[src/rtl/rcw_pkg.sv]
// Constants and types for the reset cause and wake logic
package rcw_pkg;

    // Configuration word addresses, read by table access
    localparam logic [23:0] RCW_CFG_OSC_ADDR = 24'hf80000;
    localparam logic [23:0] RCW_CFG_WDT_ADDR = 24'hf80002;
    localparam logic [23:0] RCW_CFG_BP_ADDR = 24'hf80004;
    localparam logic [23:0] RCW_CFG_CS_ADDR = 24'hf8000a;
    localparam int RCW_CFG_WORD_W = 24;
    localparam int RCW_CFG_DATA_W = 16;
    localparam int RCW_CFG_COUNT = 4;
    localparam logic [15:0] RCW_CFG_RESET = 16'hffff;
    localparam logic [7:0] RCW_CFG_PAD = 8'h00;

    // Configuration fields
    localparam int RCW_CLKMON_EN_BIT = 14;
    localparam int RCW_WDT_EN_BIT = 15;

    // Reset cause register fields
    localparam int RCW_TRAP_BIT = 15;
    localparam int RCW_IOP_BIT = 14;
    localparam int RCW_EXT_BIT = 7;
    localparam int RCW_SW_BIT = 6;
    localparam int RCW_WDT_BIT = 4;
    localparam int RCW_SLEEP_BIT = 3;
    localparam int RCW_IDLE_BIT = 2;
    localparam int RCW_BROWNOUT_BIT = 1;
    localparam int RCW_POR_BIT = 0;
    localparam logic [15:0] RCW_CAUSE_RESET = 16'h0003;

    // Restart addresses
    localparam logic [23:0] RCW_RESET_VEC = 24'h000000;
    localparam logic [23:0] RCW_CLKFAIL_VEC = 24'h000004;

    typedef enum logic [1:0] {
        RCW_RUN = 2'b00,
        RCW_SLEEP = 2'b01,
        RCW_IDLE = 2'b10,
        RCW_OSC_WAIT = 2'b11
    } rcw_state_e;

    typedef enum logic [1:0] {
        RCW_POST_RESET = 2'b00,
        RCW_POST_RESUME = 2'b01,
        RCW_POST_VECTOR = 2'b10
    } rcw_post_e;

    typedef struct packed {
        logic por;
        logic brownout;
        logic pin_rst;
        logic sw_rst;
        logic wdt;
        logic trap;
        logic iop;
        logic irq;
    } rcw_evt_s;

    typedef struct packed {
        logic load;
        logic resume;
        logic [23:0] addr;
    } rcw_pc_s;

    typedef struct packed {
        rcw_state_e st;
        rcw_post_e post;
        logic [15:0] cause;
        logic [RCW_CFG_COUNT-1:0][RCW_CFG_DATA_W-1:0] cfg;
        logic [23:0] vec;
        rcw_pc_s pc;
        logic fast_rc_en;
        logic trap;
        logic tbl_ack;
        logic tbl_hit;
        logic [23:0] tbl_data;
    } rcw_st_s;

endpackage

[src/rtl/rcw_reset_wake.sv]
// Reset cause flags, power-save wake control and configuration words
`timescale 1ns/1ns
`default_nettype none

module rcw_reset_wake
    import rcw_pkg::*;
(
    input wire logic clk, // System clock
    input wire logic srst, // Synchronous reset, power-on
    input wire logic ce, // Clock enable
    input wire rcw_evt_s evt_i, // Event pulses
    input wire logic [23:0] irq_vector, // Vector of waking interrupt
    input wire logic psave_req, // Power save instruction executed
    input wire logic psave_idle, // 1 idle, 0 sleep
    input wire logic startup_done, // Start-up delays expired
    input wire logic osc_ok, // Crystal clock running
    input wire logic cause_wr, // Cause register write
    input wire logic [15:0] cause_wdata, // Cause write data
    output logic [15:0] cause_rdata, // Cause register contents
    input wire logic tbl_rd, // Table read strobe
    input wire logic [23:0] tbl_addr, // Table read address
    output logic tbl_ack, // Table read answer
    output logic tbl_hit, // Address names a word
    output logic [23:0] tbl_data, // Table read data
    input wire logic cfg_wr, // Programmer write strobe
    input wire logic [23:0] cfg_addr, // Programmer address
    input wire logic [15:0] cfg_wdata, // Programmer data
    output rcw_pc_s pc_o, // Program counter load
    output logic clk_fail_trap, // Clock failure trap pulse
    output logic cpu_clk_en, // Processor clock enable
    output logic cpu_stall, // Waiting for clock
    output logic osc_en, // Primary clock source enable
    output logic lp_rc_en, // Low-power RC enable
    output logic fast_rc_en // Fast RC enable
);

    rcw_st_s s_r;
    rcw_st_s s_nxt;

    logic rst_ext;
    logic wdt_on;
    logic clkmon_on;
    logic any_evt;

    // Map an address onto a configuration word: {hit, index}
    function automatic logic [2:0] cfg_decode(input logic [23:0] a);
        logic [2:0] r;
        r = 3'b000;
        if (a == RCW_CFG_OSC_ADDR) begin
            r = 3'b100;
        end else if (a == RCW_CFG_WDT_ADDR) begin
            r = 3'b101;
        end else if (a == RCW_CFG_BP_ADDR) begin
            r = 3'b110;
        end else if (a == RCW_CFG_CS_ADDR) begin
            r = 3'b111;
        end
        return r;
    endfunction

    assign rst_ext = evt_i.por | evt_i.brownout | evt_i.pin_rst;
    assign wdt_on = s_r.cfg[1][RCW_WDT_EN_BIT];
    assign clkmon_on = s_r.cfg[0][RCW_CLKMON_EN_BIT];
    assign any_evt = |evt_i;

    always_comb begin
        logic [15:0] set;
        logic [15:0] clr;
        logic [2:0] dec;
        logic rst_hit;
        set = 16'h0000;
        clr = 16'h0000;
        dec = 3'b000;
        rst_hit = 1'b0;
        s_nxt = s_r;
        s_nxt.pc.load = 1'b0;
        s_nxt.pc.resume = 1'b0;
        s_nxt.trap = 1'b0;
        s_nxt.tbl_ack = 1'b0;

        if (cause_wr) begin
            s_nxt.cause = cause_wdata;
        end

        if (evt_i.por) begin
            // Power-on clears every other cause except brownout, which it also sets
            clr = 16'hffff;
            set[RCW_POR_BIT] = 1'b1;
            set[RCW_BROWNOUT_BIT] = 1'b1;
            rst_hit = 1'b1;
        end else if (evt_i.brownout) begin
            set[RCW_BROWNOUT_BIT] = 1'b1;
            rst_hit = 1'b1;
        end else if (evt_i.pin_rst) begin
            set[RCW_EXT_BIT] = 1'b1;
            rst_hit = 1'b1;
        end else if (s_r.st == RCW_RUN) begin
            if (evt_i.sw_rst) begin
                set[RCW_SW_BIT] = 1'b1;
                rst_hit = 1'b1;
            end else if (evt_i.wdt && wdt_on) begin
                set[RCW_WDT_BIT] = 1'b1;
                rst_hit = 1'b1;
            end else if (evt_i.trap) begin
                set[RCW_TRAP_BIT] = 1'b1;
                rst_hit = 1'b1;
            end else if (evt_i.iop) begin
                set[RCW_IOP_BIT] = 1'b1;
                rst_hit = 1'b1;
            end
        end

        if (rst_hit) begin
            // Any non power-on reset records the power state it ended
            if (!evt_i.por && s_r.st == RCW_SLEEP) begin
                set[RCW_SLEEP_BIT] = 1'b1;
            end
            if (!evt_i.por && s_r.st == RCW_IDLE) begin
                set[RCW_IDLE_BIT] = 1'b1;
            end
            s_nxt.st = RCW_OSC_WAIT;
            s_nxt.post = RCW_POST_RESET;
            s_nxt.fast_rc_en = 1'b0;
        end else begin
            case (s_r.st)
                RCW_RUN: begin
                    if (psave_req) begin
                        s_nxt.st = psave_idle ? RCW_IDLE : RCW_SLEEP;
                    end
                end
                RCW_SLEEP: begin
                    if (evt_i.wdt && wdt_on) begin
                        set[RCW_SLEEP_BIT] = 1'b1;
                        set[RCW_WDT_BIT] = 1'b1;
                        s_nxt.st = RCW_OSC_WAIT;
                        s_nxt.post = RCW_POST_RESUME;
                    end else if (evt_i.irq) begin
                        set[RCW_SLEEP_BIT] = 1'b1;
                        s_nxt.vec = irq_vector;
                        s_nxt.st = RCW_OSC_WAIT;
                        s_nxt.post = RCW_POST_VECTOR;
                    end
                end
                RCW_IDLE: begin
                    // Clock source never stopped, so leave at once
                    if (evt_i.wdt && wdt_on) begin
                        set[RCW_IDLE_BIT] = 1'b1;
                        set[RCW_WDT_BIT] = 1'b1;
                        s_nxt.st = RCW_RUN;
                        s_nxt.pc.resume = 1'b1;
                    end else if (evt_i.irq) begin
                        set[RCW_IDLE_BIT] = 1'b1;
                        s_nxt.st = RCW_RUN;
                        s_nxt.pc.load = 1'b1;
                        s_nxt.pc.addr = irq_vector;
                    end
                end
                RCW_OSC_WAIT: begin
                    if (startup_done && osc_ok) begin
                        s_nxt.st = RCW_RUN;
                        case (s_r.post)
                            RCW_POST_RESUME: begin
                                s_nxt.pc.resume = 1'b1;
                            end
                            RCW_POST_VECTOR: begin
                                s_nxt.pc.load = 1'b1;
                                s_nxt.pc.addr = s_r.vec;
                            end
                            default: begin
                                s_nxt.pc.load = 1'b1;
                                s_nxt.pc.addr = RCW_RESET_VEC;
                            end
                        endcase
                    end else if (startup_done && clkmon_on) begin
                        // Dead crystal: run from fast RC and trap
                        s_nxt.st = RCW_RUN;
                        s_nxt.fast_rc_en = 1'b1;
                        s_nxt.trap = 1'b1;
                        s_nxt.pc.load = 1'b1;
                        s_nxt.pc.addr = RCW_CLKFAIL_VEC;
                    end
                end
                default: begin
                    s_nxt.st = RCW_OSC_WAIT;
                end
            endcase
        end

        // Events win over a software write in the same cycle
        s_nxt.cause = (s_nxt.cause & ~clr) | set;

        if (tbl_rd) begin
            dec = cfg_decode(tbl_addr);
            s_nxt.tbl_ack = 1'b1;
            s_nxt.tbl_hit = dec[2];
            s_nxt.tbl_data = 24'h000000;
            if (dec[2]) begin
                // Upper byte of each word reads as zero
                s_nxt.tbl_data = {RCW_CFG_PAD, s_r.cfg[dec[1:0]]};
            end
        end
        if (cfg_wr) begin
            dec = cfg_decode(cfg_addr);
            if (dec[2]) begin
                s_nxt.cfg[dec[1:0]] = cfg_wdata;
            end
        end
    end

    always_ff @(posedge clk) begin
        if (srst) begin
            s_r.st <= RCW_OSC_WAIT;
            s_r.post <= RCW_POST_RESET;
            s_r.cause <= RCW_CAUSE_RESET;
            s_r.cfg <= {RCW_CFG_COUNT{RCW_CFG_RESET}};
            s_r.vec <= RCW_RESET_VEC;
            s_r.pc <= '0;
            s_r.fast_rc_en <= 1'b0;
            s_r.trap <= 1'b0;
            s_r.tbl_ack <= 1'b0;
            s_r.tbl_hit <= 1'b0;
            s_r.tbl_data <= 24'h000000;
        end else if (ce) begin
            s_r <= s_nxt;
        end
    end

    assign cause_rdata = s_r.cause;
    assign tbl_ack = s_r.tbl_ack;
    assign tbl_hit = s_r.tbl_hit;
    assign tbl_data = s_r.tbl_data;
    assign pc_o = s_r.pc;
    assign clk_fail_trap = s_r.trap;
    assign cpu_clk_en = (s_r.st == RCW_RUN);
    assign cpu_stall = (s_r.st == RCW_OSC_WAIT);
    assign osc_en = (s_r.st != RCW_SLEEP);
    assign lp_rc_en = clkmon_on;
    assign fast_rc_en = s_r.fast_rc_en;
endmodule // rcw_reset_wake

`default_nettype wire

[config.mk]
export PLATFORM = sky130hd
export DESIGN_NAME = rcw_reset_wake
export DESIGN_NICKNAME = d
export VERILOG_FILES = /design/src/rtl/rcw_pkg.sv /design/src/rtl/rcw_reset_wake.sv
export SDC_FILE = /design/constraint.sdc
export NUM_CORES = 1
export LEC_CHECK = 0
export BUFFER_PORTS_ARGS = -buffer_cell sky130_fd_sc_hd__buf_2
export CAP_MARGIN = 20
export CORE_UTILIZATION = 54
export DETAILED_ROUTE_END_ITERATION = 10
export GPL_TIMING_DRIVEN = 0
export PLACE_DENSITY = 0.88
export REMOVE_ABC_BUFFERS = 1
export SLEW_MARGIN = 10
export SYNTH_ARGS = -nofsm -noshare
export SYNTH_HDL_FRONTEND = slang
export SYNTH_SLANG_ARGS = --single-unit
[constraint.sdc]
create_clock -name clk -period 2.6 [get_ports clk]
set_input_delay 0 -clock clk [delete_from_list [all_inputs] [get_ports clk]]
set_output_delay 0 -clock clk [all_outputs]
set_load 0.05 [all_outputs]
**Word level (Yosys, flattened, before mapping)**

Index checks and enable logic that the tools add are counted.

- Flip-flop bits (word level): 162
- Output and inout port bits: 74

- Magnitude comparators: 3
- Equal/unequal tests: 23
- Multiplexer cells: 88
- Bitwise operators: 5
- Reduce and logical (&&, ||, !) cells: 21

Operators with widths:

| operator | count |
|---|---|
| equality test 24 bit, second input constant | 8 |
| 2-to-1 mux 16 bit | 5 |
| 2-to-1 mux 26 bit | 3 |
| 2-to-1 mux 24 bit | 3 |
| bitwise mux 64 bit | 1 |
| case mux 26 bit (2 select lines) | 1 |
| case mux 24 bit (2 select lines) | 1 |
| 2-to-1 mux 1 bit | 40 |
| 2-to-1 mux 2 bit | 18 |
| binary-select mux 16 bit (select 2 bit) | 1 |
| demux 16 bit (select 2 bit) | 1 |
| 2-to-1 mux 3 bit | 10 |
| bitwise AND 16 bit | 1 |
| inverter 16 bit | 1 |
| OR 16 bit | 1 |
| 2-to-1 mux 4 bit | 3 |
| AND reduction 5 bit | 2 |
| != test 4 x 3 -> 1 bit, second input constant | 2 |
| case mux 2 bit (4 select lines) | 1 |
| nonzero test 2 bit | 4 |
| AND reduction 7 bit | 1 |
| equality test 2 bit, second input constant | 3 |
| logical AND 1 bit | 6 |
| < comparator 2 x 3 -> 1 bit, second input constant | 2 |
| other kinds (16) | 21 |

**Longest topological paths before layout**

- Word-level depth: 11
- Depth in mapped cells: 10

**Worst setup path after synthesis**

No wires, ideal clock.

- Path kind: register to register
- From: register s_r[160] in the netlist's numbering
- To: register s_r[159] in the netlist's numbering
- Setup time: 128 ps
- Arrival time: 2,087 ps
- Required time: 2,472 ps
- Setup slack: 386 ps
- Cell stages (with the launch flop): 11
- Path buffers: 3
- Period minus slack after synthesis: 2,214 ps
- Cell sequence: dfxtp_1 > inv_1 > ha_1 > buf_2 > inv_1 > o21a_1 > and4_1 > buf_2 > buf_4 > a21oi_1 > nor2_1

- Longest elaborated chain between the ends: 7
- Elaborated cells on any way between the ends: 10
- Those cells by class: eq/ne: 1; mux: 5; reduce/logical: 4

RTL lines:

| item | RTL line | text |
|---|---|---|
| start: declaration | rcw_reset_wake.sv:37 | `rcw_st_s s_r;` |
| start signal: assignment | rcw_reset_wake.sv:224 | `s_r <= s_nxt;` |
| logical NOT 2 bit (*) | - |  |
| via cpu_clk_en | rcw_reset_wake.sv:30 | `output logic cpu_clk_en,` |
| 2-to-1 mux 1 bit (*) | rcw_reset_wake.sv:97 | `end else if (s_r.st == RCW_RUN) begin` |
| 2-to-1 mux 1 bit (*) | rcw_reset_wake.sv:94 | `end else if (evt_i.pin_rst) begin` |
| 2-to-1 mux 1 bit (*) | rcw_reset_wake.sv:91 | `end else if (evt_i.brownout) begin` |
| 2-to-1 mux 1 bit (*) | rcw_reset_wake.sv:85 | `if (evt_i.por) begin` |
| nonzero test 3 bit (no line) or nonzero test 2 bit (tied branches) | - |  |
| AND reduction 3 bit (no line) | - |  |

Mark *: on every way through the listed nets, which the timed path passes. The rest lies on a longest branch.
A chain may end at the register's enable or synchronous reset.

**Final worst setup path**

- From: register s_r[160] in the netlist's numbering
- To: register s_r[67] in the netlist's numbering

- Longest elaborated chain between the ends: 7
- Elaborated cells on any way between the ends: 8
- Those cells by class: eq/ne: 1; mux: 4; bitwise: 1; reduce/logical: 2

RTL lines:

| item | RTL line |
|---|---|
| logical NOT 2 bit | rcw_reset_wake.sv:97 |
| 2-to-1 mux 1 bit | rcw_reset_wake.sv:97 |
| 2-to-1 mux 1 bit | rcw_reset_wake.sv:94 |
| 2-to-1 mux 1 bit | rcw_reset_wake.sv:91 |
| 2-to-1 mux 1 bit | rcw_reset_wake.sv:85 |
| inverter 1 bit (no line) | - |
| AND reduction 5 bit (no line) (*) | - |

Mark *: on every way between the ends. The rest lies on a longest branch, timed or not.

==> impl_results.md <==
- First-pass GRT wire length: around 34000 um
- CTS Buf Count: 17
- Fmax: ~0.40 GHz
- Yosys warns: 0
- HP Start: cause_wdata[14]
- CTS sink cnt: around 150
- Total die area: 14900 sq um
- Critical-path maximum fanout: 12
- Ys flop type: dfxtp_1
- Root Buffer: clkbuf_16
- GRT Resource Usage Total: about 30%
- Dpl cells: 1125
- Critical Path AT: ~2800 ps
- CTS tree: built
- Total Routed Length: between 20000 and 25000 um
- Post-synthesis area per instance: a little under 9 sq um
- VDD IR-drop max: ~0.40 mV
- Synthesis-to-layout area growth: 22.6%
- Clock network power share: between 40% and 50%
- Post-synth EDFFs: 0
- Iter 0 DRT Violations: approximately 730
- Final std cells w/o fill: ~1200
- Gr ovfl total: 0
- Status: completed
- Critical R2R Capture: s_r[67]
- Critical Path Sink Type: register
- Final GP Congestion: 0.799
- Final setup vio count: 0
- DRC Markers: 0
- Worst-path clk slew: about 70 ps
- Fin. max-slew vios: 0
- Max_slew headroom: a little over a quarter
- Placed Area: ~8300 sq um
- Netlist cell types: 64
- Worst r2r src: s_r[160]
- Detailed Place HPWL: 12500 um
- Vias in the first global route: between 6000 and 7000
- Worst Setup Path Type: reg -> reg
- TritonRoute pass-1 iters: 7
- Initial antenna violation count: 0
- Skew-Pair Late Insertion Delay: 420 ps
- Cell accounting for the most synthesized area: dfxtp_1
- FILL cells: between 900 and 1000
- Finished Core Util: 68.3%
- DR vias: between 7000 and 8000
- Sequential group share of total power: 42.0%
- Post-synth top cells: 154 x dfxtp_1, 94 x nand2_1, 70 x buf_4
- Internal Power: 4.26 mW
- Core area: between 10000 and 15000 sq um
- Fin area: about 9500 sq um
- Worst r2r path cells: 7
- Buffers on Ports: around 190
- Synth Register Bits: 154
- Max Buffers Root-to-Sink: 2
- Vias per cell: approximately 6
- Antenna fix cells: 0
- Seq/Total Area, Yosys: about two fifths
- Most frequent cell after synthesis: dfxtp_1
- Htree depth: 4
- Nets: 1148
- Max-Cap Viols: 0
- Synth top area share: 39.7%
- Critical Path RT: just under 3000 ps
- Fin crit share: slightly below 100%
- Fraction of layout cells with a size suffix above 1: roughly a quarter
- Final min period: 2510 ps
- Post-Syn Instances: between 800 and 900
- Leak pwr: approximately 3.7 nW
- Pre-CTS setup slack: -228 ps
- Final Worst Setup Slack: ~94 ps
- Hold Path End: cause_rdata[14]
- RSZ-0062 raised after global routing: false
- Switching power: around 1.5 mW
- Post-synth ARST share: 0%
- Wire length per cell: around 18 um
- # IOs: between 150 and 200
- TNS Setup: 0 ps
- Slew @ Worst Pin: roughly 1100 ps
- Area used by multi-input combinational logic: 3860 sq um
- Initial Utilization: a little under three fifths
- Crit path launch type: register
- Register Area: around 3000 sq um
- Largest net degree at the start of global routing: approximately 110
- Fin Clk Skew: approximately 7.9 ps
- Switching portion of total power: between 20% and 30%
- Power Dens Cells: around 600 nW/um^2
- WHS Path Cells: 5
- Register-to-register setup slack: about 94 ps
- Post-CTS Setup Repair Bufs: 0
- Tot Pwr: 5.72 mW
- Hold crit path type: in -> reg
- Area contributors post-synth: dfxtp_1 40%, a211o_1 7.4%, buf_4 6.8%
- Num rows: 43
- Post-Syn Area: 7760 sq um
- Final Hold Vio Count: 0
- Die width: 122 um
- Fin Hold WS: around 18 ps
- Post-DRT Antenna Nets: 0
- Combinational power share: between 10% and 20%
- Chip height: 122 um
## flip-flops by register name (all words and copies together) (netlist names)
| signal | flops |
|---|---|
| s_r | 91 |
| pc_o | 26 |
| cause_rdata | 16 |
| tbl_data | 16 |
| clk_fail_trap | 1 |
| fast_rc_en | 1 |
| lp_rc_en | 1 |
| tbl_ack | 1 |
| tbl_hit | 1 |
## worst max path at each step
stage,from,endpoint,slack (ps),cells past startpoint
after global placement,srst,tbl_data[0],-1250,5
final,s_r[160],s_r[67],90,7
after floorplan,s_r[160],pc_o[0],-410,6
after CTS,s_r[160],s_r[64],80,7
after global routing,s_r[161],pc_o[20],20,5
after detailed placement,s_r[160],pc_o[6],-230,8
## power by group through the flow
stage / registers (mW) / clock network (mW) / logic [mW]
5_1_grt: 2.40 / 2.83 / 0.634
2_1_floorplan: 2.52 / 0 / 0.184
3_3_place_gp: 2.45 / 0 / 0.487
3_5_place_dp: 2.45 / 0 / 0.505
6_report: 2.40 / 2.72 / 0.597
4_1_cts: 2.40 / 2.75 / 0.576
## final cells by class
cell class / instances / share of cell area (%)
Clock buffer: 18 / 4.61
Clock inverter: 14 / 2.18
Inverter: 13 / 0.513
Multi-Input combinational cell: 582 / 40.5
Sequential cell: 154 / 32.4
Tap cell: 180 / 2.37
Timing Repair Buffer: 254 / 17.4
## layer usage
metal | routed length [um] | track usage [%] | up-vias
li1 | - | - | 3375
met1 | 8610 | 33.5 | 3404
met2 | 10900 | 50.8 | 405
met3 | 2030 | 7.16 | 79
met4 | 610 | 13.5 | 0
met5 | 0 | 0 | -
## critical path, cell delays in order (launching register included)
cell	delay [ps]
dfxtp_1	380
inv_1	100
ha_1	350
inv_1	190
o21a_1	310
nand4_1	590
nand2_1	330
a21oi_1	110
## logic make-up (layout without fill, tap and decap cells)
logic type / count (synthesis) / after routing / synth area share [%]
AO/OA/AOI/OAI: 266 / 266 / 24.8
flip-flops: 154 / 154 / 39.7
adder cells (fa/ha/maj): 4 / 4 / 0.645
AND/OR/NAND/NOR: 285 / 286 / 21.2
multiplexers: 18 / 18 / 2.32
other: 1 / 8 / 0.0483
buffers and inverters: 147 / 299 / 11.3
## cells in the final DEF (no fill, tap or decap), types with 4 or more instances in the layout
cell type and count:
buf_2 186, dfxtp_1 154, nand2_1 94, nor2b_1 68
a211o_1 66, dlygate4sd3_1 56, a21oi_1 50, nor2_1 34
a211oi_1 28, a22oi_1 25, nand3_1 20, and2_1 19
mux2i_1 18, a21boi_0 17, o21ai_0 17, clkbuf_16 17
o41ai_1 16, o22ai_1 16, inv_1 13, o21ai_1 10
conb_1 8, nor3_1 7, buf_6 7, nor4_4 5
a31oi_1 5, bufinv_16 4, inv_6 4, buf_8 4
## repair_timing
action,4_1_cts,5_1_grt
setup endpoints to repair,30,27
pin swaps,1,0
gates resized for setup,1,2
hold endpoints to repair,131,0
hold buffers,56,0
gates cloned,1,0
Note: power is estimated with default switching activity, not from simulation.
